[config.mk]
export PLATFORM = sky130hd
export DESIGN_NAME = flash_host
export DESIGN_NICKNAME = d
export VERILOG_FILES = /design/src/rtl/flash_host_pkg.sv /design/src/rtl/pin_sync_if.sv /design/src/rtl/pin_sync.sv /design/src/rtl/flash_host.sv
export SDC_FILE = /design/constraint.sdc
export NUM_CORES = 1
export LEC_CHECK = 0
export BUFFER_PORTS_ARGS = -buffer_cell sky130_fd_sc_hd__buf_2
export CORE_ASPECT_RATIO = 0.7
export CORE_MARGIN = 8
export CORE_UTILIZATION = 45
export CTS_CLUSTER_DIAMETER = 50
export CTS_CLUSTER_SIZE = 24
export DETAILED_ROUTE_END_ITERATION = 6
export GPL_ROUTABILITY_DRIVEN = 0
export PLACE_DENSITY = 0.7
export SKIP_CTS_REPAIR_TIMING = 1
export SYNTH_ARGS = -nofsm -noshare
export SYNTH_HDL_FRONTEND = slang
export SYNTH_SLANG_ARGS = --single-unit
[constraint.sdc]
create_clock -name clk -period 5.9 [get_ports clk]
set_input_delay 1.18 -clock clk [delete_from_list [all_inputs] [get_ports clk]]
set_output_delay 1.18 -clock clk [all_outputs]
set_load 0.02 [all_outputs]
[src/rtl/flash_host_pkg.sv]
// shared constants and types for the parallel flash host controller
package flash_host_pkg;
    localparam int ADDR_W = 22;
    localparam int DATA_W = 8;
    localparam int SECTOR_LSB = 16;
    localparam int SECTOR_W = 6;
    localparam int SYNC_STAGES = 2;
    localparam int CNT_W = 16;
    localparam int CLK_MHZ = 250;
    // pin timings in ns; plain defaults, adjust for the fitted part
    localparam int SELECT_ACCESS_NS = 70;
    localparam int ADDR_SETUP_NS = 10;
    localparam int WE_PULSE_NS = 35;
    localparam int WE_HOLD_NS = 20;
    localparam int RESET_PULSE_MIN_NS = 500;
    localparam int RESET_READ_RECOVERY_NS = 50;
    localparam int READY_NS = 20000;
    // least times round up to whole cycles
    localparam int ACCESS_CYC = (SELECT_ACCESS_NS * CLK_MHZ + 999) / 1000;
    localparam int SETUP_CYC = (ADDR_SETUP_NS * CLK_MHZ + 999) / 1000;
    localparam int WE_CYC = (WE_PULSE_NS * CLK_MHZ + 999) / 1000;
    localparam int HOLD_CYC = (WE_HOLD_NS * CLK_MHZ + 999) / 1000;
    localparam int RESET_CYC = (RESET_PULSE_MIN_NS * CLK_MHZ + 999) / 1000;
    localparam int RECOVERY_CYC = (RESET_READ_RECOVERY_NS * CLK_MHZ + 999) / 1000;
    localparam int READY_CYC = (READY_NS * CLK_MHZ + 999) / 1000;
    localparam logic [CNT_W-1:0] CNT_ZERO = 16'h0000;
    localparam logic [ADDR_W-1:0] ADDR_RST = 22'h000000;
    localparam logic [DATA_W-1:0] DATA_RST = 8'h00;
    localparam logic [SECTOR_W-1:0] SECTOR_RST = 6'h00;

    typedef enum logic [1:0] {
        OP_READ,
        OP_WRITE,
        OP_RESET
    } op_t;

    typedef enum logic [3:0] {
        ST_IDLE,
        ST_RD_ACCESS,
        ST_WR_SETUP,
        ST_WR_PULSE,
        ST_WR_HOLD,
        ST_RST_PULSE,
        ST_RST_RECOVER,
        ST_RST_READY
    } state_t;
endpackage

[src/rtl/pin_sync_if.sv]
// carries a raw pin group and its synchronised copy
`timescale 1ns/100ps
`default_nettype none
interface pin_sync_if #(parameter int W = 1);
    logic [W-1:0] raw;
    logic [W-1:0] sampled;
    modport sync_side (input raw, output sampled);
    modport user_side (output raw, input sampled);
endinterface
`default_nettype wire

[src/rtl/pin_sync.sv]
// two-flop synchroniser for asynchronous pin inputs
`timescale 1ns/100ps
`default_nettype none
module pin_sync
    import flash_host_pkg::*;
#(
    parameter int W = 1,
    parameter logic [W-1:0] RST_VAL = '0
) (
    input wire logic clk,
    input wire logic sys_rst,
    pin_sync_if.sync_side pins
);
    logic [W-1:0] meta;
    logic [W-1:0] stable;

    // meta feeds only the second flop
    always_ff @(posedge clk) begin
        if (sys_rst) begin
            meta <= RST_VAL;
            stable <= RST_VAL;
        end else begin
            meta <= pins.raw;
            stable <= meta;
        end
    end

    assign pins.sampled = stable;
endmodule
`default_nettype wire

[src/rtl/flash_host.sv]
// host-side controller driving a byte-wide parallel nor flash over its pins
// How it works
// read: select and output gate low, strobe high
// device starts in array read after reset
// device returns array data until command written
// write: strobe and select low, gate high
// erase targets sector, several, or whole chip
// sector index is address bits 21..16
// bad sequence returns device to array read
// autoselect sequence makes reads return identifiers
// reads during program or erase return status
// select and reset high gives standby, floating
// deselect does not stop running operation
// reset pulse aborts, floats, returns to read
// reset low also means standby
// restart operation interrupted by reset
// busy stays low until internal reset done
// wait recovery after reset before reading
// output gate high floats device outputs
// address on later fall, data earlier rise
// writes ignored unless select, strobe low, gate high
// 22-bit byte address, 8-bit two-way data
`timescale 1ns/100ps
`default_nettype none
module flash_host
    import flash_host_pkg::*;
#(
    parameter int READY_WAIT_CYC = READY_CYC
) (
    input wire logic clk,
    input wire logic sys_rst,
    input wire logic req,
    input wire op_t req_op,
    input wire logic [ADDR_W-1:0] req_addr,
    input wire logic [DATA_W-1:0] req_wdata,
    output logic busy,
    output logic done,
    output logic [DATA_W-1:0] rdata,
    output logic [SECTOR_W-1:0] sector_index,
    output logic device_busy,
    output logic redo_needed,
    input wire logic redo_clear,
    output logic flash_ce_n,
    output logic flash_oe_n,
    output logic flash_we_n,
    output logic flash_reset_n,
    output logic [ADDR_W-1:0] flash_addr,
    input wire logic [DATA_W-1:0] data_pins_in,
    output logic [DATA_W-1:0] data_pins_out,
    output logic data_pins_oe_n,
    input wire logic ready_busy_n
);
    state_t state, next_state;
    logic [CNT_W-1:0] cnt, next_cnt;
    logic next_ce_n, next_oe_n, next_we_n, next_reset_n, next_data_oe_n, next_done;
    logic next_redo;
    logic [DATA_W-1:0] next_rdata;

    pin_sync_if #(.W(DATA_W)) data_sync ();
    pin_sync_if #(.W(1)) rb_sync ();
    assign data_sync.raw = data_pins_in;
    assign rb_sync.raw = ready_busy_n;

    pin_sync #(.W(DATA_W), .RST_VAL(DATA_RST)) u_data_sync (
        .clk(clk),
        .sys_rst(sys_rst),
        .pins(data_sync)
    );
    pin_sync #(.W(1), .RST_VAL(1'b1)) u_rb_sync (
        .clk(clk),
        .sys_rst(sys_rst),
        .pins(rb_sync)
    );

    wire logic dev_ready = rb_sync.sampled[0];
    wire logic take = req && (state == ST_IDLE);
    wire logic cnt_done = (cnt == CNT_ZERO);
    wire logic [CNT_W-1:0] cnt_dec = cnt - 16'h0001;
    // the synchroniser adds its latency on top of the access time
    wire logic [CNT_W-1:0] rd_load = CNT_W'(ACCESS_CYC + SYNC_STAGES - 1);
    wire logic [CNT_W-1:0] ready_load = CNT_W'(READY_WAIT_CYC - 1);

    always_comb begin
        next_state = state;
        next_cnt = cnt_done ? cnt : cnt_dec;
        next_ce_n = 1'b1;
        next_oe_n = 1'b1;
        next_we_n = 1'b1;
        next_reset_n = 1'b1;
        next_data_oe_n = 1'b1;
        next_done = 1'b0;
        next_rdata = rdata;
        next_redo = redo_needed && !redo_clear;
        unique case (state)
            ST_IDLE: begin
                if (take) begin
                    unique case (req_op)
                        OP_READ: begin
                            next_state = ST_RD_ACCESS;
                            next_cnt = rd_load;
                            next_ce_n = 1'b0;
                            next_oe_n = 1'b0;
                        end
                        OP_WRITE: begin
                            next_state = ST_WR_SETUP;
                            next_cnt = CNT_W'(SETUP_CYC - 1);
                            next_ce_n = 1'b0;
                            next_data_oe_n = 1'b0;
                        end
                        default: begin
                            next_state = ST_RST_PULSE;
                            next_cnt = CNT_W'(RESET_CYC - 1);
                            next_reset_n = 1'b0;
                            // an embedded operation cut short must be reissued
                            next_redo = !dev_ready || (redo_needed && !redo_clear);
                        end
                    endcase
                end
            end
            ST_RD_ACCESS: begin
                next_ce_n = 1'b0;
                next_oe_n = 1'b0;
                if (cnt_done) begin
                    next_state = ST_IDLE;
                    next_rdata = data_sync.sampled;
                    next_done = 1'b1;
                    next_ce_n = 1'b1;
                    next_oe_n = 1'b1;
                end
            end
            ST_WR_SETUP: begin
                next_ce_n = 1'b0;
                next_data_oe_n = 1'b0;
                if (cnt_done) begin
                    next_state = ST_WR_PULSE;
                    next_cnt = CNT_W'(WE_CYC - 1);
                    next_we_n = 1'b0;
                end
            end
            ST_WR_PULSE: begin
                next_ce_n = 1'b0;
                next_data_oe_n = 1'b0;
                next_we_n = 1'b0;
                if (cnt_done) begin
                    // strobe rises first so the data edge is the strobe's
                    next_state = ST_WR_HOLD;
                    next_cnt = CNT_W'(HOLD_CYC - 1);
                    next_we_n = 1'b1;
                end
            end
            ST_WR_HOLD: begin
                next_ce_n = 1'b0;
                next_data_oe_n = 1'b0;
                if (cnt_done) begin
                    next_state = ST_IDLE;
                    next_done = 1'b1;
                    next_ce_n = 1'b1;
                    next_data_oe_n = 1'b1;
                end
            end
            ST_RST_PULSE: begin
                next_reset_n = 1'b0;
                if (cnt_done) begin
                    next_state = ST_RST_RECOVER;
                    next_cnt = CNT_W'(RECOVERY_CYC - 1);
                    next_reset_n = 1'b1;
                end
            end
            ST_RST_RECOVER: begin
                if (cnt_done) begin
                    next_state = ST_RST_READY;
                    next_cnt = ready_load;
                end
            end
            ST_RST_READY: begin
                // bounded wait so a stuck busy line cannot hang the host
                if (dev_ready || cnt_done) begin
                    next_state = ST_IDLE;
                    next_done = 1'b1;
                end
            end
            default: begin
                next_state = ST_IDLE;
            end
        endcase
    end

    always_ff @(posedge clk) begin
        if (sys_rst) begin
            state <= ST_IDLE;
            cnt <= CNT_ZERO;
            flash_ce_n <= 1'b1;
            flash_oe_n <= 1'b1;
            flash_we_n <= 1'b1;
            flash_reset_n <= 1'b1;
            data_pins_oe_n <= 1'b1;
            done <= 1'b0;
            busy <= 1'b0;
            rdata <= DATA_RST;
            redo_needed <= 1'b0;
        end else begin
            state <= next_state;
            cnt <= next_cnt;
            flash_ce_n <= next_ce_n;
            flash_oe_n <= next_oe_n;
            flash_we_n <= next_we_n;
            flash_reset_n <= next_reset_n;
            data_pins_oe_n <= next_data_oe_n;
            done <= next_done;
            busy <= (next_state != ST_IDLE);
            rdata <= next_rdata;
            redo_needed <= next_redo;
        end
    end

    // address and data held for the whole cycle so both latch edges see them
    always_ff @(posedge clk) begin
        if (sys_rst) begin
            flash_addr <= ADDR_RST;
            data_pins_out <= DATA_RST;
            sector_index <= SECTOR_RST;
            device_busy <= 1'b0;
        end else begin
            if (take) begin
                flash_addr <= req_addr;
                data_pins_out <= req_wdata;
                sector_index <= req_addr[SECTOR_LSB +: SECTOR_W];
            end
            device_busy <= !dev_ready;
        end
    end

    // helper counters watched only by the checks below
    logic [CNT_W-1:0] low_cnt, high_cnt;
    always_ff @(posedge clk) begin
        if (sys_rst) begin
            low_cnt <= CNT_ZERO;
            // no pulse issued yet, so start as long recovered
            high_cnt <= ~CNT_ZERO;
        end else begin
            low_cnt <= flash_reset_n ? CNT_ZERO : low_cnt + 16'h0001;
            high_cnt <= !flash_reset_n ? CNT_ZERO :
                        (high_cnt == 16'hFFFF ? high_cnt : high_cnt + 16'h0001);
        end
    end
endmodule
`default_nettype wire

Yosys cells after proc, flatten, opt, wreduce, memory -nomap -nowiden --
Index checks and enable logic that the tools add are counted.
Storage, ports and cells: RAM bits 0, latch bits 0, word-level logic and storage cells 79, input bits 45, output and inout port bits 53, ROM bits 0, flip-flop bits (word level) 91, memories kept 0
Operators by class: equal/unequal tests 8, shift-type cells 0, div/mod/pow operators 0, add/sub/neg operators 1, reductions and logical operators 14, muxes and demuxes 37, $mul 0, magnitude comparators 0, bitwise logic cells 0
Operator list (count):
- two-way mux 16 bit | 6
- one-hot mux 16 bit (5 select lines) | 1
- two-way mux 4 bit | 7
- one-hot mux 4 bit (7 select lines) | 1
- == test 4 x 3 -> 1 bit (second input constant) | 4
- logical NOT 16 bit | 1
- subtractor 16 x 1 -> 16 bit (second input constant) | 1
- two-way mux 1 bit | 14
- one-hot mux 7 bit (2 select lines) | 1
- == test 4 x 2 -> 1 bit (second input constant) | 2
- one-hot mux 1 bit (2 select lines) | 4
- one-hot mux 1 bit (3 select lines) | 2
- one-hot mux 3 bit (2 select lines) | 1
- OR reduction 2 bit | 3
- == test 4 x 1 -> 1 bit (second input constant) | 1
- logical NOT 4 bit | 1
- nonzero test 4 bit | 1
- == test 2 x 1 -> 1 bit (second input constant) | 1
- logical AND 1 bit | 2
- logical NOT 1 bit | 2
- logical NOT 2 bit | 1
- logical OR 1 bit | 2
- AND reduction 2 bit | 1

Depth between registers and ports, before layout --
Gate-level depths: netlist of run 1.
depth after elaboration 6, depth in mapped cells 9

By module --
A second synthesis of run 1 with hierarchy kept.
Unflattened totals: cell total of the unflattened synthesis 419, area total of the unflattened synthesis 3606.0 um2
Modules (own cells, without submodules):
- flash_host | area each 3089.2 um2, times used 1, cells each 382
- pin_sync (u_data_sync) | area each 464.2 um2, times used 1, cells each 33
- pin_sync (u_rb_sync) | area each 52.6 um2, times used 1, cells each 4

Least setup slack after synthesis of run 1 --
OpenSTA, ideal clock, no wires.
path kind input port to flip-flop, start point input port req, end point register sector_index[0], stages 5, arrival time 1978 ps, setup slack 3852 ps, setup time 70 ps, path buffers 2, data required time 5830 ps, cell sequence nand2_1 > clkbuf_1 > clkbuf_1 > nand2_1 > a21oi_1
On the way: cells in the longest elaborated chain, start to end 1
Ends and longest elaborated chain:
- start, declared | line flash_host.sv:32 | input wire logic req,
- logical AND 1 bit | line flash_host.sv:76 | wire logic take = req && (state == ST_IDLE);
- end signal, assigned | line flash_host.sv:227 | sector_index <= req_addr[SECTOR_LSB +: SECTOR_W];
- end, declared | line flash_host.sv:39 | output logic [SECTOR_W-1:0] sector_index,
Every way passes these cells. A chain may end at the register's enable or synchronous reset.

Worst setup path in the final report of run 1 --
start point register cnt[0], end point register rdata[2]
On the way: cells in the longest elaborated chain, start to end 2
Ends and longest elaborated chain:
- start, declared | line flash_host.sv:54 | logic [CNT_W-1:0] cnt, next_cnt;
- start signal, assigned | line flash_host.sv:203 | cnt <= next_cnt;
- logical NOT 16 bit | line flash_host.sv:77 | wire logic cnt_done = (cnt == CNT_ZERO);
- AND reduction 2 bit (no line)
- end signal, assigned | line flash_host.sv:211 | rdata <= next_rdata;
- end, declared | line flash_host.sv:38 | output logic [DATA_W-1:0] rdata,
Every way passes these cells.

==> metrics.txt, run 1 <==
# TYPE chip_impl_metric gauge
chip_impl_metric{name="avgViaCountPerCell",unit=""} 5.16
chip_impl_info{name="yosys_most_used_dff",value="sky130_fd_sc_hd__dfxtp_1"} 1
chip_impl_metric{name="worst_ir_drop_vdd",unit="mV"} 0.170
chip_impl_metric{name="rows",unit=""} 27
chip_impl_metric{name="power.density_cell_area",unit="nW/µm²"} 427
chip_impl_metric{name="power.clock.fraction",unit="%"} 28.5
chip_impl_metric{name="layout-area-overhead-vs-synth",unit="%"} 20.8
chip_impl_metric{name="maxCapViolations",unit=""} 0
chip_impl_metric{name="yosysUniqueCellTypes",unit=""} 59
chip_impl_metric{name="ys_seq_area_share",unit="%"} 47.1
chip_impl_metric{name="timing.hold.ws",unit="ns"} 0.417
chip_impl_metric{name="first_global_vias",unit=""} 3063
chip_impl_metric{name="worst-r2r-cell-count",unit=""} 7
chip_impl_metric{name="firstDrtPassIters",unit=""} 4
chip_impl_info{name="endpoint",value="rdata[2]"} 1
chip_impl_metric{name="final_net_count",unit=""} 553
chip_impl_info{name="root_buffer",value="sky130_fd_sc_hd__clkbuf_16"} 1
chip_impl_metric{name="internal_power",unit="mW"} 1.18
chip_impl_info{name="crit_slowest_cell",value="sky130_fd_sc_hd__or4_1"} 1
chip_impl_metric{name="finClkSkew",unit="ns"} 0.0109
chip_impl_info{name="timing.critical_path.to_type",value="register"} 1
chip_impl_metric{name="clock_tree.htree_level_count",unit=""} 3
chip_impl_metric{name="global_route_total_overflow",unit=""} 0
chip_impl_metric{name="groute.usage.overall",unit="%"} 16.5
chip_impl_metric{name="stdcell_count",unit=""} 611
chip_impl_metric{name="grt_max_degree",unit=""} 69
chip_impl_metric{name="clkSlewWorstSetupHoldPaths",unit="ns"} 0.07
chip_impl_metric{name="share_seq_of_total_power",unit="%"} 38.9
chip_impl_metric{name="dp_hpwl",unit="µm"} 6470
chip_impl_metric{name="syn-num-nets",unit=""} 474
chip_impl_metric{name="coreArea",unit="µm²"} 7840
chip_impl_metric{name="max_slew_margin",unit="%"} 43.6
chip_impl_metric{name="synthesis.area_per_instance",unit="µm²"} 8.49
chip_impl_metric{name="n_antenna_cell",unit=""} 0
chip_impl_metric{name="synthesis.instances",unit=""} 426
chip_impl_info{name="hp-class",value="register to register"} 1
chip_impl_metric{name="vias",unit=""} 3150
chip_impl_info{name="worstReg2RegEnd",value="rdata[2]"} 1
chip_impl_metric{name="die_y",unit="µm"} 91
chip_impl_info{name="cp-startpoint",value="cnt[0]"} 1
chip_impl_metric{name="initial_core_utilization",unit="%"} 46.1
chip_impl_metric{name="grt_antenna_before_repair",unit=""} 0
chip_impl_metric{name="floorplan.die.width",unit="µm"} 123
chip_impl_metric{name="timing.final.crit_share",unit="%"} 40.4
chip_impl_metric{name="synth-edff-count",unit=""} 0
chip_impl_info{name="setup.worst_path.class",value="register to register"} 1
chip_impl_metric{name="flop_to_flop_setup_slack",unit="ns"} 3.52
chip_impl_metric{name="leakage",unit="nW"} 1.86
chip_impl_metric{name="i_o_pin_count",unit=""} 98
chip_impl_metric{name="detail-route-antenna-nets",unit=""} 0
chip_impl_metric{name="yosysWarnings",unit=""} 0
chip_impl_info{name="unrepaired_setup_endpoints_after_global_routing",value="false"} 1
chip_impl_metric{name="timing.final.setup_violations",unit=""} 0
chip_impl_info{name="crit_path_start_kind",value="register"} 1
chip_impl_metric{name="max_freq",unit="MHz"} 420
chip_impl_metric{name="hold_viol_final",unit=""} 0
chip_impl_metric{name="drc_errors",unit=""} 0
chip_impl_metric{name="comb_power_share",unit="%"} 32.7
chip_impl_metric{name="nFillCells",unit=""} 769
chip_impl_metric{name="syn-cell-area",unit="µm²"} 3620
chip_impl_metric{name="cts_buffers",unit=""} 9
chip_impl_info{name="result_of_the_run",value="completed"} 1
chip_impl_metric{name="finalPower",unit="mW"} 1.86
chip_impl_metric{name="p_switching",unit="mW"} 0.681
chip_impl_metric{name="synth_seq_cells",unit=""} 85
chip_impl_metric{name="place.detailed.instances",unit=""} 595
chip_impl_metric{name="setup-tns-final",unit="ns"} 0
chip_impl_info{name="timing.rr.start",value="cnt[0]"} 1
chip_impl_metric{name="clock-sinks",unit=""} 85
chip_impl_metric{name="worst_path_largest_cell_delay",unit="ns"} 0.69
chip_impl_metric{name="place.port_buffers",unit=""} 97
chip_impl_metric{name="wl_per_cell",unit="µm"} 14.8
chip_impl_metric{name="finalCoreUtilization",unit="%"} 55.7
chip_impl_metric{name="timing_worst_slew_pin_value",unit="ns"} 0.844
chip_impl_metric{name="first_pass_grt_wire_length",unit="µm"} 14900
chip_impl_metric{name="worst_ep_required_time",unit="ns"} 6.09
chip_impl_metric{name="post-route-min-period",unit="ns"} 2.38
chip_impl_metric{name="final_layout_size_suffix_gt1_share",unit="%"} 26.7
chip_impl_metric{name="worstSkewPairLatency",unit="ns"} 0.34
chip_impl_metric{name="critPathMaxFanout",unit=""} 15
chip_impl_metric{name="die_area",unit="µm²"} 11200
chip_impl_info{name="worstPathCellList",value="inv_1 > ha_1 > nor4b_2 > nand4_4 > or4_1 > nand2_1 > a21oi_1"} 1
chip_impl_metric{name="swShare",unit="%"} 36.5
chip_impl_metric{name="ys_async_sr_fraction",unit="%"} 0
chip_impl_metric{name="slew_violations",unit=""} 0
chip_impl_metric{name="cts_max_path_buffers",unit=""} 2
chip_impl_metric{name="drt-initial-drc-count",unit=""} 152
chip_impl_info{name="cts_tree",value="yes"} 1
chip_impl_metric{name="finalWirelength",unit="µm"} 9030
chip_impl_metric{name="cp_data_arrival_time",unit="ns"} 2.57
-- per-stage QoR --
stage	setup WS, ns	cell area, µm²
3_5_place_dp	3.37	4090
2_1_floorplan	3.85	3620
6_report	3.52	4370
5_1_grt	3.35	4370
3_3_place_gp	3.39	4090
4_1_cts	3.50	4370
-- cell families after synthesis --
group | synth area share (%)
xor+xnor | 2.91
mux | 0.277
simple gates | 28.6
flops | 47.1
other cells | 0.104
fa+ha+maj | 1.04
compound gates | 14.5
buf+inv | 5.54
-- sequential cells by signal, summed over array words and instances (netlist names), 4 cells and up --
register	count
u_data_sync.meta	8
cnt	16
sector_index	6
flash_addr	16
u_data_sync.pins.sampled	8
data_pins_out	8
rdata	8
state	4
-- synthesized netlist by cell type (4+ instances only) --
| library cell | n | share of area, % |
|---|---|---|
| sky130_fd_sc_hd__a21oi_1 | 53 | 7.3 |
| sky130_fd_sc_hd__buf_2 | 7 | 0.97 |
| sky130_fd_sc_hd__buf_4 | 7 | 1.5 |
| sky130_fd_sc_hd__clkbuf_1 | 16 | 1.7 |
| sky130_fd_sc_hd__dfxtp_1 | 85 | 47 |
| sky130_fd_sc_hd__inv_1 | 9 | 0.93 |
| sky130_fd_sc_hd__nand2_1 | 91 | 9.4 |
| sky130_fd_sc_hd__nand2b_1 | 5 | 0.87 |
| sky130_fd_sc_hd__nand3_1 | 10 | 1.4 |
| sky130_fd_sc_hd__nand3b_1 | 4 | 0.83 |
| sky130_fd_sc_hd__nor2_1 | 24 | 2.5 |
| sky130_fd_sc_hd__nor2b_1 | 21 | 3.6 |
| sky130_fd_sc_hd__nor3_1 | 8 | 1.1 |
| sky130_fd_sc_hd__nor4_4 | 4 | 2.4 |
| sky130_fd_sc_hd__o21ai_0 | 6 | 0.83 |
| sky130_fd_sc_hd__or2_2 | 5 | 0.87 |
| sky130_fd_sc_hd__xor2_1 | 10 | 2.4 |
-- area by class of cell --
type | count | area, µm² | area share (%)
Tap cell | 101 | 126 | 2.89
Inverter | 10 | 37.5 | 0.859
Clock inverter | 7 | 55.1 | 1.26
Multi-Input combinational cell | 299 | 1710 | 39.2
Sequential cell | 85 | 1700 | 39.0
Timing Repair Buffer | 100 | 508 | 11.6
Clock buffer | 9 | 225 | 5.16
-- routing by layer --
metal / wire length, µm / vias to the layer above / global-route usage (%)
met5: 0 / - / 0
met4: 92 / 0 / 4.70
met3: 936 / 9 / 6.99
met2: 4130 / 105 / 25.7
met1: 3870 / 1438 / 20.5
li1: - / 1598 / -
-- power by group through the flow --
stage	sequential, mW	combinational, mW	clock (mW)
after global placement	0.733	0.585	0
final	0.724	0.609	0.531
after floorplan	0.731	0.483	0
after global routing	0.733	0.677	0.568
after CTS	0.723	0.611	0.543
after detailed placement	0.736	0.607	0
-- critical path: cells and delay by family, from the launching register on --
kind            cells  cell delay [ns]
compound gates      1             0.06
simple gates        4             1.55
buf+inv             1             0.08
fa+ha+maj           1             0.23
flops               1             0.32
-- layout by cell type (no fill, tap or decap), types with 3 or more instances in the layout --
cell and count:
sky130_fd_sc_hd__buf_2 97, sky130_fd_sc_hd__nand2_1 91, sky130_fd_sc_hd__dfxtp_1 85, sky130_fd_sc_hd__a21oi_1 53, sky130_fd_sc_hd__nor2_1 24, sky130_fd_sc_hd__nor2b_1 21, sky130_fd_sc_hd__nand3_1 10, sky130_fd_sc_hd__xor2_1 10
sky130_fd_sc_hd__inv_1 9, sky130_fd_sc_hd__clkbuf_16 9, sky130_fd_sc_hd__nor3_1 8, sky130_fd_sc_hd__o21ai_0 6, sky130_fd_sc_hd__nand2b_1 5, sky130_fd_sc_hd__or2_2 5, sky130_fd_sc_hd__nor4_4 4, sky130_fd_sc_hd__nand3b_1 4
sky130_fd_sc_hd__inv_6 4, sky130_fd_sc_hd__nor4_1 3, sky130_fd_sc_hd__and2_1 3, sky130_fd_sc_hd__nand4_1 3, sky130_fd_sc_hd__a211oi_1 3, sky130_fd_sc_hd__ha_1 3, sky130_fd_sc_hd__buf_4 3
-- how the worst min path moves through the flow --
stage | start | endpoint | slack, ns | cells after the start
after floorplan | u_rb_sync.meta | u_rb_sync.pins.sampled | 0.39 | 1
after global placement | u_rb_sync.meta | u_rb_sync.pins.sampled | 0.39 | 1
after detailed placement | u_rb_sync.meta | u_rb_sync.pins.sampled | 0.40 | 1
after CTS | u_rb_sync.meta | u_rb_sync.pins.sampled | 0.42 | 1
after global routing | u_data_sync.pins.sampled[6] | rdata[6] | 0.45 | 2
final | u_rb_sync.meta | u_rb_sync.pins.sampled | 0.42 | 1
Note: power is estimated with default switching activity, not from simulation.
==> run 2, diff against run 1 <==
==> constraint.sdc (replaced) <==
create_clock -name clk -period 2.4 [get_ports clk]
set_input_delay 0.48 -clock clk [delete_from_list [all_inputs] [get_ports clk]]
set_output_delay 0.48 -clock clk [all_outputs]
set_load 0.02 [all_outputs]
==> run 2 against run 1 <==
Effect of this change: power grew to 2.5 times the previous value; critical endpoint is now rdata[6]; global-route usage shrank 0.56 points; highest routed layer unchanged; wire length grew 0.87%.
==> metrics.txt, run 2 (same netlist as run 1, synthesis figures left out) <==
# TYPE chip_impl_metric gauge
chip_impl_metric{name="critPathMaxFanout",unit=""} 9
chip_impl_metric{name="timing.hold.ws",unit="ns"} 0.326
chip_impl_metric{name="detail-route-antenna-nets",unit=""} 0
chip_impl_metric{name="final_layout_size_suffix_gt1_share",unit="%"} 27.5
chip_impl_info{name="worstPathCellList",value="inv_1 > ha_1 > nor4b_2 > nand4_4 > or4_1 > nand2_1 > a21oi_1"} 1
chip_impl_info{name="result_of_the_run",value="completed"} 1
chip_impl_metric{name="timing_worst_slew_pin_value",unit="ns"} 0.675
chip_impl_metric{name="cts_buffers",unit=""} 9
chip_impl_metric{name="initial_core_utilization",unit="%"} 46.1
chip_impl_metric{name="place.port_buffers",unit=""} 97
chip_impl_metric{name="dp_hpwl",unit="µm"} 6660
chip_impl_metric{name="layout-area-overhead-vs-synth",unit="%"} 22.9
chip_impl_info{name="unrepaired_setup_endpoints_after_global_routing",value="false"} 1
chip_impl_metric{name="cp_data_arrival_time",unit="ns"} 2.36
chip_impl_metric{name="maxCapViolations",unit=""} 0
chip_impl_metric{name="hold_viol_final",unit=""} 0
chip_impl_metric{name="max_slew_margin",unit="%"} 54.9
chip_impl_metric{name="floorplan.die.width",unit="µm"} 123
chip_impl_metric{name="groute.usage.overall",unit="%"} 16.0
chip_impl_metric{name="setup-tns-final",unit="ns"} 0
chip_impl_metric{name="global_route_total_overflow",unit=""} 0
chip_impl_metric{name="rows",unit=""} 27
chip_impl_info{name="cts_tree",value="yes"} 1
chip_impl_metric{name="coreArea",unit="µm²"} 7840
chip_impl_metric{name="drt-initial-drc-count",unit=""} 343
chip_impl_metric{name="avgViaCountPerCell",unit=""} 5.23
chip_impl_metric{name="clock_tree.htree_level_count",unit=""} 3
chip_impl_metric{name="clock-sinks",unit=""} 85
chip_impl_metric{name="clkSlewWorstSetupHoldPaths",unit="ns"} 0.06
chip_impl_info{name="timing.critical_path.to_type",value="register"} 1
chip_impl_info{name="setup.worst_path.class",value="register to register"} 1
chip_impl_metric{name="firstDrtPassIters",unit=""} 5
chip_impl_metric{name="met3_usage",unit="%"} 7.42
chip_impl_metric{name="grtUsageMet2",unit="%"} 24.4
chip_impl_metric{name="cts_max_path_buffers",unit=""} 2
chip_impl_metric{name="die_area",unit="µm²"} 11200
chip_impl_metric{name="n_antenna_cell",unit=""} 0
chip_impl_metric{name="wl_per_cell",unit="µm"} 14.8
chip_impl_info{name="crit_path_start_kind",value="register"} 1
chip_impl_metric{name="worst_path_largest_cell_delay",unit="ns"} 0.62
chip_impl_metric{name="post-route-min-period",unit="ns"} 2.15
chip_impl_info{name="most-common-layout-cells",value="97 x sky130_fd_sc_hd__buf_2, 91 x sky130_fd_sc_hd__nand2_1, 85 x sky130_fd_sc_hd__dfxtp_1"} 1
chip_impl_info{name="layout.cells.most_common",value="sky130_fd_sc_hd__buf_2"} 1
chip_impl_metric{name="i_o_pin_count",unit=""} 98
chip_impl_metric{name="power.density_cell_area",unit="nW/µm²"} 1060
chip_impl_metric{name="grt_max_degree",unit=""} 60
chip_impl_metric{name="first_global_vias",unit=""} 3064
chip_impl_info{name="hp-class",value="input port to register"} 1
chip_impl_metric{name="worstSkewPairLatency",unit="ns"} 0.33
chip_impl_metric{name="leakage",unit="nW"} 1.91
chip_impl_metric{name="vias",unit=""} 3227
chip_impl_metric{name="worst_ep_required_time",unit="ns"} 2.61
chip_impl_metric{name="grt_antenna_before_repair",unit=""} 0
chip_impl_metric{name="final_net_count",unit=""} 559
chip_impl_metric{name="die_y",unit="µm"} 91
chip_impl_metric{name="drc_errors",unit=""} 0
chip_impl_metric{name="slew_violations",unit=""} 0
chip_impl_info{name="crit_slowest_cell",value="sky130_fd_sc_hd__or4_1"} 1
chip_impl_metric{name="groute.layer.met1.usage",unit="%"} 19.5
chip_impl_metric{name="timing.final.setup_violations",unit=""} 0
chip_impl_metric{name="finalPower",unit="mW"} 4.70
chip_impl_metric{name="first_pass_grt_wire_length",unit="µm"} 14500
chip_impl_metric{name="worst_ir_drop_vdd",unit="mV"} 0.531
chip_impl_metric{name="max_freq",unit="MHz"} 465
chip_impl_metric{name="timing.final.crit_share",unit="%"} 89.6
chip_impl_metric{name="finClkSkew",unit="ns"} 0.00670
chip_impl_metric{name="finalWirelength",unit="µm"} 9110
chip_impl_info{name="root_buffer",value="sky130_fd_sc_hd__clkbuf_16"} 1
chip_impl_info{name="biggestRegsByFlops",value="cnt x16, flash_addr x16"} 1
chip_impl_info{name="busiest_layer",value="met2"} 1
run 2: path summary, 6_finish.rpt:
kind,start,end,slack [ns],depth (start not counted)
max,cnt[0],rdata[6],0.25,7
min,ready_busy_n,u_rb_sync.meta,0.33,2
max reg2reg,cnt[0],rdata[6],0.25,7
min reg2reg,u_rb_sync.meta,u_rb_sync.pins.sampled,0.42,1
run 2: layer usage:
layer / wire length (µm) / share of wire, % / up-vias
met1: 3970 / 44 / 1467
met5: 0 / 0 / -
met2: 4020 / 44 / 144
li1: - / - / 1601
met3: 1010 / 11 / 15
met4: 108 / 1.2 / 0
run 2: power breakdown:
group	internal (mW)	total, mW	switching (mW)
combinational	0.675	1.58	0.908
sequential	1.58	1.78	0.202
clock	0.789	1.34	0.548
run 2: worst max-delay path: cells and delay by family, from the launching register on:
| family | cells | cell delay, ns |
|---|---|---|
| and+or+nand+nor | 4 | 1.34 |
| DFF | 1 | 0.32 |
| adders and majority gates | 1 | 0.21 |
| buffers and inverters | 1 | 0.08 |
| AOI/OAI and AO/OA | 1 | 0.07 |
run 2: final cells by class:
class / instances / area [µm²]
flip-flops and latches: 85 / 1700
clock buffers: 12 / 267
fillers: 722 / 3390
clock inverters: 4 / 31.3
well taps: 101 / 126
inverters: 10 / 37.5
multi-input cells: 299 / 1710
repair buffers: 106 / 566
run 2: through the flow:
step / instances / util (%) / setup WS, ns / cell area [µm²]
after floorplan: 426 / - / 0.519 / 3620
after CTS: 617 / 56.7 / 0.262 / 4440
after global placement: 601 / 52.9 / 0.378 / 4150
after global routing: 617 / 56.7 / 0.0920 / 4440
final: 617 / 56.7 / 0.250 / 4440
after detailed placement: 601 / 52.9 / 0.272 / 4150
